==> src/pdpe_map.vh <==
// pin-function select constants for port d / port e pin group
// assumes inclusion by the single design module pdpe_pin_mux.v
`ifndef PDPE_MAP_VH
`define PDPE_MAP_VH

// port d peripheral enable bits
`define PDPE_PER_CS2_BIT 0
`define PDPE_PER_CS3_BIT 1

// system pin select bits
`define PDPE_GPS_PD0_BIT 4
`define PDPE_GPS_PD1_BIT 5

// widths
`define PDPE_PORTD_W 8
`define PDPE_PORTE_W 2

// reset values: serial pins default to peripheral, others to gpio
`define PDPE_PORTD_PERIPH_RST 8'hc0
`define PDPE_PORTE_PERIPH_RST 2'h3
`define PDPE_PORTD_PULLUP_RST 8'hff
`define PDPE_PORTE_PULLUP_RST 2'h3

`endif

==> src/pdpe_pin_mux.v <==
// pin-function multiplexer for port d pins 0..7 and port e pins 0..1
// assumes control bits come from register logic elsewhere, synchronous
// to sys_clk; pad logic resolves level from output and output enable.
// assumes chip-select, serial and can peripheral signals are already
// registered in the sys_clk domain; pad inputs are sampled as they are,
// so any synchroniser for asynchronous pin levels sits outside this block.
`timescale 1ns/1ps
`default_nettype none
`include "pdpe_map.vh"

module pdpe_pin_mux #(
  parameter DW = `PDPE_PORTD_W,
  parameter EW = `PDPE_PORTE_W
) (
  // clock and reset
  input wire sys_clk,
  input wire rst,

  // control registers
  input wire [DW-1:0] portd_periph_enable,
  input wire [7:0] system_pin_select,
  input wire [DW-1:0] portd_pullup_enable,
  input wire [EW-1:0] porte_pullup_enable,
  input wire bus_drive_control,
  input wire ext_bus_active,

  // gpio side
  input wire [DW-1:0] portd_gpio_dir,
  input wire [DW-1:0] portd_gpio_out,
  output reg [DW-1:0] portd_gpio_in_ff,
  input wire [EW-1:0] porte_gpio_dir,
  input wire [EW-1:0] porte_gpio_out,
  output reg [EW-1:0] porte_gpio_in_ff,

  // peripheral sides, chip selects active low
  input wire [5:0] mem_select_n,
  input wire can_ch2_transmit,
  output reg can_ch2_receive_ff,
  input wire serial0_transmit,
  output reg serial0_receive_ff,
  input wire serial1_transmit,
  output reg serial1_receive_ff,

  // port d pads
  input wire [DW-1:0] portd_pad_in,
  output reg [DW-1:0] portd_pad_out_ff,
  output reg [DW-1:0] portd_pad_oe_ff,
  output reg [DW-1:0] portd_pullup_ff,

  // port e pads
  input wire [EW-1:0] porte_pad_in,
  output reg [EW-1:0] porte_pad_out_ff,
  output reg [EW-1:0] porte_pad_oe_ff,
  output reg [EW-1:0] porte_pullup_ff
);

  // -------------------------------------------------------------
  // function selection
  // -------------------------------------------------------------
  // the serial pins have no gpio select here, so their peripheral
  // function is fixed by the reset constant.
  wire [DW-1:0] d_periph;
  wire [EW-1:0] e_periph;
  wire pd0_can;
  wire pd1_can;
  wire cs_drive;

  assign d_periph = portd_periph_enable |
                    (`PDPE_PORTD_PERIPH_RST & {DW{1'b1}});
  assign e_periph = `PDPE_PORTE_PERIPH_RST;
  assign pd0_can = system_pin_select[`PDPE_GPS_PD0_BIT];
  assign pd1_can = system_pin_select[`PDPE_GPS_PD1_BIT];
  // drive-control set releases chip selects while bus is idle
  assign cs_drive = ext_bus_active | ~bus_drive_control;

  // -------------------------------------------------------------
  // port d pad control
  // -------------------------------------------------------------
  reg [DW-1:0] nxt_d_out;
  reg [DW-1:0] nxt_d_oe;

  always @*
  begin
    // gpio default on every pin
    nxt_d_out = portd_gpio_out;
    nxt_d_oe = portd_gpio_dir;
    // pd0: chip select 2 or can transmit
    if (d_periph[0])
    begin
      if (pd0_can)
      begin
        // open drain: drive low only, release for a one
        nxt_d_out[0] = 1'b0;
        nxt_d_oe[0] = ~can_ch2_transmit;
      end
      else
      begin
        nxt_d_out[0] = mem_select_n[0];
        nxt_d_oe[0] = cs_drive;
      end
    end
    // pd1: chip select 3, or can receive with the driver off
    if (d_periph[1])
    begin
      nxt_d_out[1] = mem_select_n[1];
      nxt_d_oe[1] = pd1_can ? 1'b0 : cs_drive;
    end
    // pd6: serial 1 transmit, always driven
    if (d_periph[6])
    begin
      nxt_d_out[6] = serial1_transmit;
      nxt_d_oe[6] = 1'b1;
    end
    // pd7: serial 1 receive, never driven
    if (d_periph[7])
    begin
      nxt_d_out[7] = 1'b0;
      nxt_d_oe[7] = 1'b0;
    end
  end

  // chip selects 4..7 on pd2..pd5, one generate loop
  wire [DW-1:0] d_out_mux;
  wire [DW-1:0] d_oe_mux;
  genvar gi;
  generate
    for (gi = 0; gi < DW; gi = gi + 1)
    begin : g_cs
      if (gi >= 2 && gi <= 5)
      begin : g_sel
        assign d_out_mux[gi] = d_periph[gi] ? mem_select_n[gi] :
                               nxt_d_out[gi];
        assign d_oe_mux[gi] = d_periph[gi] ? cs_drive :
                              nxt_d_oe[gi];
      end
      else
      begin : g_pass
        assign d_out_mux[gi] = nxt_d_out[gi];
        assign d_oe_mux[gi] = nxt_d_oe[gi];
      end
    end
  endgenerate

  // -------------------------------------------------------------
  // pull-up control
  // -------------------------------------------------------------
  // can receive keeps its pull-up whatever the pull-up register says
  wire pd1_can_rx;
  wire [DW-1:0] nxt_d_pu;
  wire [EW-1:0] nxt_e_pu;

  assign pd1_can_rx = d_periph[1] & pd1_can;

  generate
    for (gi = 0; gi < DW; gi = gi + 1)
    begin : g_pu
      if (gi == 1)
      begin : g_can
        assign nxt_d_pu[gi] = portd_pullup_enable[gi] | pd1_can_rx;
      end
      else
      begin : g_plain
        assign nxt_d_pu[gi] = portd_pullup_enable[gi];
      end
    end
  endgenerate

  assign nxt_e_pu = porte_pullup_enable;

  // -------------------------------------------------------------
  // port e pad control
  // -------------------------------------------------------------
  reg [EW-1:0] nxt_e_out;
  reg [EW-1:0] nxt_e_oe;

  always @*
  begin
    nxt_e_out = porte_gpio_out;
    nxt_e_oe = porte_gpio_dir;
    // pe0: serial 0 transmit, always driven
    if (e_periph[0])
    begin
      nxt_e_out[0] = serial0_transmit;
      nxt_e_oe[0] = 1'b1;
    end
    // pe1: serial 0 receive, never driven
    if (e_periph[1])
    begin
      nxt_e_out[1] = 1'b0;
      nxt_e_oe[1] = 1'b0;
    end
  end

  // -------------------------------------------------------------
  // receive routing
  // -------------------------------------------------------------
  // idle-high receive lines when the pin is not routed, so a
  // peripheral never sees a false start bit from a gpio pin
  wire nxt_can_rx;
  wire nxt_s0_rx;
  wire nxt_s1_rx;

  assign nxt_can_rx = pd1_can_rx ? portd_pad_in[1] : 1'b1;
  assign nxt_s0_rx = e_periph[1] ? porte_pad_in[1] : 1'b1;
  assign nxt_s1_rx = d_periph[7] ? portd_pad_in[7] : 1'b1;

  // -------------------------------------------------------------
  // registered port d pads
  // -------------------------------------------------------------
  // in reset every pad is an input with the pull-up on; the serial
  // transmit pin only starts driving once reset is gone
  always @(posedge sys_clk)
  begin
    if (rst)
    begin
      portd_pad_out_ff <= {DW{1'b0}};
      portd_pad_oe_ff <= {DW{1'b0}};
      portd_pullup_ff <= `PDPE_PORTD_PULLUP_RST;
    end
    else
    begin
      portd_pad_out_ff <= d_out_mux;
      portd_pad_oe_ff <= d_oe_mux;
      portd_pullup_ff <= nxt_d_pu;
    end
  end

  // -------------------------------------------------------------
  // registered port d readback
  // -------------------------------------------------------------
  // pads read back in any function, one cycle late
  always @(posedge sys_clk)
  begin
    if (rst)
    begin
      portd_gpio_in_ff <= {DW{1'b0}};
    end
    else
    begin
      portd_gpio_in_ff <= portd_pad_in;
    end
  end

  // -------------------------------------------------------------
  // registered port e pads
  // -------------------------------------------------------------
  // same reset picture as port d
  always @(posedge sys_clk)
  begin
    if (rst)
    begin
      porte_pad_out_ff <= {EW{1'b0}};
      porte_pad_oe_ff <= {EW{1'b0}};
      porte_pullup_ff <= `PDPE_PORTE_PULLUP_RST;
    end
    else
    begin
      porte_pad_out_ff <= nxt_e_out;
      porte_pad_oe_ff <= nxt_e_oe;
      porte_pullup_ff <= nxt_e_pu;
    end
  end

  // -------------------------------------------------------------
  // registered port e readback
  // -------------------------------------------------------------
  always @(posedge sys_clk)
  begin
    if (rst)
    begin
      porte_gpio_in_ff <= {EW{1'b0}};
    end
    else
    begin
      porte_gpio_in_ff <= porte_pad_in;
    end
  end

  // -------------------------------------------------------------
  // registered receive lines
  // -------------------------------------------------------------
  // idle level in reset so peripherals see a quiet line
  always @(posedge sys_clk)
  begin
    if (rst)
    begin
      can_ch2_receive_ff <= 1'b1;
      serial0_receive_ff <= 1'b1;
      serial1_receive_ff <= 1'b1;
    end
    else
    begin
      can_ch2_receive_ff <= nxt_can_rx;
      serial0_receive_ff <= nxt_s0_rx;
      serial1_receive_ff <= nxt_s1_rx;
    end
  end

endmodule
`default_nettype wire

==> config.mk <==
export PLATFORM = sky130hd
export DESIGN_NAME = pdpe_pin_mux
export DESIGN_NICKNAME = d
export VERILOG_FILES = /design/src/pdpe_pin_mux.v
export VERILOG_INCLUDE_DIRS = /design/src
export SDC_FILE = /design/constraint.sdc
export NUM_CORES = 1
export LEC_CHECK = 0
export BUFFER_PORTS_ARGS = -buffer_cell sky130_fd_sc_hd__buf_2
export CAP_MARGIN = 20
export CELL_PAD_IN_SITES_DETAIL_PLACEMENT = 2
export CELL_PAD_IN_SITES_GLOBAL_PLACEMENT = 2
export CORE_MARGIN = 4
export CORE_UTILIZATION = 18
export CTS_CLUSTER_DIAMETER = 30
export DETAILED_ROUTE_END_ITERATION = 8
export GPL_TIMING_DRIVEN = 0
export MAX_ROUTING_LAYER = met4
export PLACE_DENSITY_LB_ADDON = 0.12
export RECOVER_POWER = 50
export SYNTH_ARGS = -nofsm -noshare
export SYNTH_HDL_FRONTEND = slang
export SYNTH_SLANG_ARGS = --single-unit
==> constraint.sdc <==
create_clock -name sys_clk -period 0.8 [get_ports sys_clk]
set_input_delay 0.04 -clock sys_clk [delete_from_list [all_inputs] [get_ports sys_clk]]
set_output_delay 0.04 -clock sys_clk [all_outputs]
set_load 0.005 [all_outputs]
==> flow_summary_export.csv, run 1 <==
group,metric,value,unit
run_status,failed_checks,"setup timing",
cells_and_area,diodes,0,
placed_design,place_area,0.001750,mm2
route,first_pass_iters,2,
sta,fin_ws,-0.06252,ns
placed_design,pre_cts_ws,0.03964,ns
cts,clock-sinks,38,
cells_and_area,drive_above_1_share,44.67,%
synth,ys_seq_elements,38,
hold_path,hold_class,"in -> reg",
worst_setup_path,critPathArrivalTime,0.82,ns
cts,htree_levels,2,
sta,tightest_slew,0.5592,ns
synth,syn_avg_cell_area,11.25,um2
run_status,status,"complete, but fails checks",
cts,cts-root-buf,"clkbuf_8",
cells_and_area,syn_to_final_growth,89.19,%
cts,post_cts_buffers,0,
worst_setup_path,required,0.76,ns
floorplan,io_pins,112,
sta,hold_violations,0,
power_and_ir_drop,peakVddDrop,0.7300,mV
synth,synth_top_area_share,63.80,%
sta,slew_headroom,62.72,%
worst_setup_path,critPathMaxFanout,2,
power_and_ir_drop,cellPowerDensity,1775,mW/mm2
worst_setup_path,start_kind,"register",
sta,slew_violations,0,
synth,syn_inst,106,
sta,max_freq,1.159,GHz
floorplan,fp.dieArea,0.007991,mm2
sta,fin_crit_sh,107.8,%
sta,rsz0062_at_grt,"yes",
global_routing,grt_pass1_wl,6589,um
global_routing,grt_overflow,0,
global_routing,grt_max_degree,12,
synth,synth_area_leaders,"dfxtp_1 (64%), nor2b_1 (7.3%), mux2i_1 (4.2%)",
cts,cts_buffer_depth,2,
worst_setup_path,crit_path_end_kind,"output port",
cells_and_area,fillers,721,
cells_and_area,design_area,0.002256,mm2
route,initialDrtViolationCount,20,
floorplan,initial_core_util,18.67,%
cells_and_area,layout.cells.non_filler,321,
route,postRouteAntennaNets,0,
placed_design,dp_hpwl,3101,um
cts,cts_tree,"done",
floorplan,die_y,89.39,um
global_routing,antenna_found_initial,0,
placed_design,placed_cells,276,
cells_and_area,layout.nets,312,
global_routing,grt.total_usage,11.48,%
job,cap_violations,0,
cts,cts_inserted_buffers,5,
floorplan,die_w,89.39,um
synth,synth-warning-count,0,
placed_design,numPortBuffers,90,
route,drt-vias-per-instance,3.872,
synth,yosysUniqueCellTypes,21,
synth,netlist_area,0.001192,mm2
cts,clkTransAtPathRegs,0.08,ns
power_and_ir_drop,leakagePower,1.081,nW
route,vias,1243,
placed_design,gp_congestion,0.6418,
floorplan,row_count,29,
cells_and_area,final_cell_mix,"buf_2 (76), dlygate4sd3_1 (37), dfxtp_1 (32)",
sta,fin_crit,0.8625,ns
cells_and_area,layout_commonest_cell,"buf_2",
global_routing,grt_pass1_vias,1387,
synth,yosysTopAreaCell,"dfxtp_1",
route,wirelength,4422,um
floorplan,coreArea,0.006386,mm2
route,drc_errors,0,
route,routedWlPerCell,13.78,um
worst_setup_path,path_class,"reg -> out",
sta,setup_viol,3,
synth,ys_seq_area_share,63.80,%
synthesized netlist by cell type (all sizes together):
| master | count |
|---|---|
| nand3 | 1 |
| nor2b | 14 |
| nand3b | 1 |
| a31oi | 1 |
| buf | 9 |
| nand2 | 1 |
| o211ai | 1 |
| a211o | 1 |
| a21oi | 2 |
| nand2b | 3 |
| a211oi | 4 |
| inv | 2 |
| dfxtp | 38 |
| conb | 1 |
| nor2 | 11 |
| mux2i | 5 |
| or2 | 11 |
cells by family (layout without fill, tap and decap cells):
logic type / Yosys count / in the layout / share of synthesized area (%)
AO/OA/AOI/OAI: 9 / 9 / 5.667
buffers and inverters: 11 / 146 / 6.506
flip-flops: 38 / 38 / 63.80
multiplexers: 5 / 5 / 4.197
other: 1 / 4 / 0.3145
AND/OR/NAND/NOR: 42 / 42 / 19.52
stage by stage:
| step | setup TNS (ns) | hold slack (ns) | util, % | total power [W] |
|---|---|---|---|---|
| floorplan | 0 | 0.1118 | - | 0.002243 |
| global placement | 0 | 0.2229 | 27.41 | 0.002511 |
| detailed placement | 0 | 0.2258 | 27.41 | 0.002533 |
| CTS | -0.08288 | 0.004840 | 35.13 | 0.004095 |
| global route | -0.2568 | 0.004633 | 35.33 | 0.004255 |
| finish | -0.07355 | 0.01324 | 35.33 | 0.004004 |
layout make-up:
type | instances | area, um2 | area share (%)
Multi-Input combinational cell | 60 | 370.4 | 16.42
Tap cell | 77 | 96.34 | 4.271
Clock buffer | 7 | 86.33 | 3.827
Timing Repair Buffer | 127 | 849.6 | 37.66
Sequential cell | 38 | 768.2 | 34.05
Buffer | 9 | 72.57 | 3.217
Clock inverter | 1 | 5.005 | 0.2219
Inverter | 2 | 7.507 | 0.3328
critical path, cell delays in order, from the launching register on:
cell and delay, ns:
dfxtp_2 0.33, buf_6 0.11, buf_6 0.10
path summary, 6_finish.rpt:
kind          startpoint  slack [ns]  cells past startpoint                  end
min    portd_gpio_out[0]        0.01                      3  portd_pad_out_ff[0]
max   portd_pad_oe_ff[6]       -0.06                      2   porte_pad_oe_ff[0]
registers in the layout (all words and copies together) (netlist names):
| register | count |
|---|---|
| porte_gpio_in_ff | 2 |
| portd_pad_out_ff | 7 |
| porte_pad_out_ff | 1 |
| portd_pullup_ff | 8 |
| portd_gpio_in_ff | 8 |
| can_ch2_receive_ff | 1 |
| porte_pullup_ff | 2 |
| serial1_receive_ff | 1 |
| serial0_receive_ff | 1 |
| portd_pad_oe_ff | 7 |
per-layer routing:
metal / global-route usage [%] / up-vias / routed length (um)
li1: - / 600 / -
met1: 10.85 / 580 / 1550
met2: 21.97 / 57 / 2495
met3: 3.687 / 6 / 331
met4: 3.248 / 0 / 45
met5: - / - / 0
timing repair:
| item | in CTS | in global routing |
|---|---|---|
| hold buffers | 39 | 1 |
| setup endpoints to repair | 2 | 18 |
| gates resized for setup | 3 | 13 |
| pin swaps | 0 | 1 |
| hold endpoints to repair | 34 | 8 |
power breakdown:
group | switching (W) | total (W) | leakage [nW] | internal (W)
combinational | 0.000226 | 0.000612 | 0.715 | 0.000386
clock | 0.000665 | 0.00136 | 0.0482 | 0.000696
sequential | 0.0000285 | 0.00203 | 0.317 | 0.00200
No activity file was read; power rests on OpenSTA's default activity.
==> inputs of run 2 (changes only) <==
==> constraint.sdc (replaced) <==
create_clock -name sys_clk -period 0.89 [get_ports sys_clk]
set_input_delay 0.0445 -clock sys_clk [delete_from_list [all_inputs] [get_ports sys_clk]]
set_output_delay 0.0445 -clock sys_clk [all_outputs]
set_load 0.05 [all_outputs]
==> flow_summary_export.csv, run 2 (synthesis gave the netlist of run 1 again) <==
group,metric,value,unit
run_status,status,"complete, but fails checks",
run_status,failed_checks,"setup timing",
cells_and_area,syn_to_final_growth,98.11,%
hold_path,hold_class,"in -> reg",
cts,cts_tree,"done",
worst_setup_path,critPathSlowestCell,"dfxtp_2",
global_routing,grt_max_degree,13,
sta,rsz0062_at_grt,"yes",
floorplan,die_y,89.39,um
sta,setup_viol,2,
power_and_ir_drop,internal_power,0.003037,W
route,drc_errors,0,
hold_path,hold_start,"mem_select_n[4]",
cts,clock-sinks,38,
cells_and_area,layout.area.seq,762.0,um2
global_routing,grt.total_usage,11.91,%
sta,slew_headroom,62.12,%
cells_and_area,multi_input_area,365.4,um2
cells_and_area,fillers,724,
placed_design,pre_cts_ws,0.06317,ns
placed_design,numPortBuffers,90,
power_and_ir_drop,peakVddDrop,0.6453,mV
cts,post_cts_buffers,0,
cells_and_area,diodes,0,
floorplan,row_count,29,
worst_setup_path,max_stage_delay,0.33,ns
power_and_ir_drop,p_sw_share,28.77,%
worst_setup_path,crit_path_end_kind,"output port",
placed_design,gp_congestion,0.6548,
worst_setup_path,crit_buf_inv,2,
cts,clkTransAtPathRegs,0.07,ns
power_and_ir_drop,clockPowerShare,33.8,%
worst_setup_path,cp-startpoint,"portd_pad_oe_ff[6]",
global_routing,antenna_found_initial,0,
power_and_ir_drop,power,0.004263,W
cells_and_area,layout.nets,312,
cts,cts_buffer_depth,2,
cells_and_area,design_area,0.002362,mm2
cells_and_area,drive_above_1_share,44.26,%
sta,slew_violations,0,
sta,setup-tns-final,-0.02087,ns
route,postRouteAntennaNets,0,
route,drt-vias-per-instance,3.888,
power_and_ir_drop,cellPowerDensity,1805,mW/mm2
sta,fin_crit,0.9048,ns
worst_setup_path,required,0.85,ns
sta,fin_crit_sh,101.7,%
route,vias,1248,
cts,cts-root-buf,"clkbuf_8",
placed_design,dp_hpwl,3076,um
worst_setup_path,start_kind,"register",
power_and_ir_drop,p_sw,0.001226,W
placed_design,place_area,0.001752,mm2
cells_and_area,top_regs,"portd_gpio_in_ff x8, portd_pullup_ff x8",
power_and_ir_drop,p_seq_share,43.0,%
worst_setup_path,path_class,"reg -> out",
route,first_pass_iters,3,
floorplan,coreArea,0.006386,mm2
floorplan,die_w,89.39,um
sta,tightest_slew,0.5682,ns
cts,cts_inserted_buffers,5,
worst_setup_path,critPathArrivalTime,0.86,ns
route,initialDrtViolationCount,27,
worst_setup_path,critPathMaxFanout,2,
global_routing,grt_pass1_vias,1435,
worst_setup_path,crit_chain,"buf_6 > buf_8",
cts,htree_levels,2,
sta,hold_violations,0,
cells_and_area,layout_commonest_cell,"buf_2",
sta,max_freq,1.105,GHz
sta,fin_ws,-0.01476,ns
job,cap_violations,0,
global_routing,grt_overflow,0,
floorplan,fp.dieArea,0.007991,mm2
route,wirelength,4435,um
power_and_ir_drop,pwr-share-comb,23.2,%
power_and_ir_drop,leakagePower,1.118,nW
cells_and_area,final_cell_mix,"buf_2 (47), dfxtp_1 (37), dlygate4sd3_1 (37)",
worst_setup_path,crit_family,"flip-flops",
global_routing,grt_pass1_wl,6679,um
floorplan,initial_core_util,18.67,%
route,routedWlPerCell,13.82,um
floorplan,io_pins,112,
-- run 2: changes by cell type in the layout (fill, tap and decap cells not counted), sizes merged --
cell	previous run	this run
dlymetal6s4s	1	0
buf	87	92
clkbuf	17	12
clkdlybuf4s25	1	0
bufinv	0	1
clkinv	1	2
-- run 2: path summary, 6_finish.rpt --
kind / to / slack (ns) / cells past startpoint
max: porte_pad_oe_ff[0] / -0.01 / 2
min: portd_pad_out_ff[4] / 0.01 / 3
-- run 2: what timing repair did --
action                                  CTS  global route
endpoints found under the setup margin   39            10
hold buffers                             37             0
gates cloned                              0             0
resized for setup                        39            11
endpoints found under the hold margin    33             0
-- run 2: through the flow --
stage,std cells,hold WS [ns],utilization (%)
2_1_floorplan,109,0.1163,-
3_3_place_gp,276,0.2285,27.43
3_5_place_dp,276,0.2342,27.43
4_1_cts,321,0.003226,36.48
5_1_grt,321,0.02670,36.99
6_report,321,0.01363,36.99
-- run 2: routing by layer --
metal | routed length, um | track usage, % | vias up
li1 | - | - | 602
met2 | 2537 | 22.84 | 54
met1 | 1487 | 10.80 | 585
met5 | 0 | - | -
met3 | 348 | 3.779 | 7
met4 | 61 | 4.465 | 0
-- run 2: power by group through the flow --
stage                     Sequential (W)  Clock [W]  Combinational [W]
after floorplan                  0.00221          0           0.000182
after global placement           0.00186          0           0.000780
after detailed placement         0.00186          0           0.000793
after CTS                        0.00183    0.00151           0.000982
after global routing             0.00184    0.00159            0.00106
final                            0.00183    0.00144           0.000991
-- run 2: cell type report --
| type | instances | share of cell area [%] |
|---|---|---|
| repair buffers | 127 | 40.20 |
| flip-flops and latches | 38 | 32.26 |
| multi-input cells | 60 | 15.47 |
| well taps | 77 | 4.078 |
| plain buffers | 9 | 3.072 |
| clock buffers | 5 | 2.913 |
| clock inverters | 3 | 1.695 |
| inverters | 2 | 0.3178 |
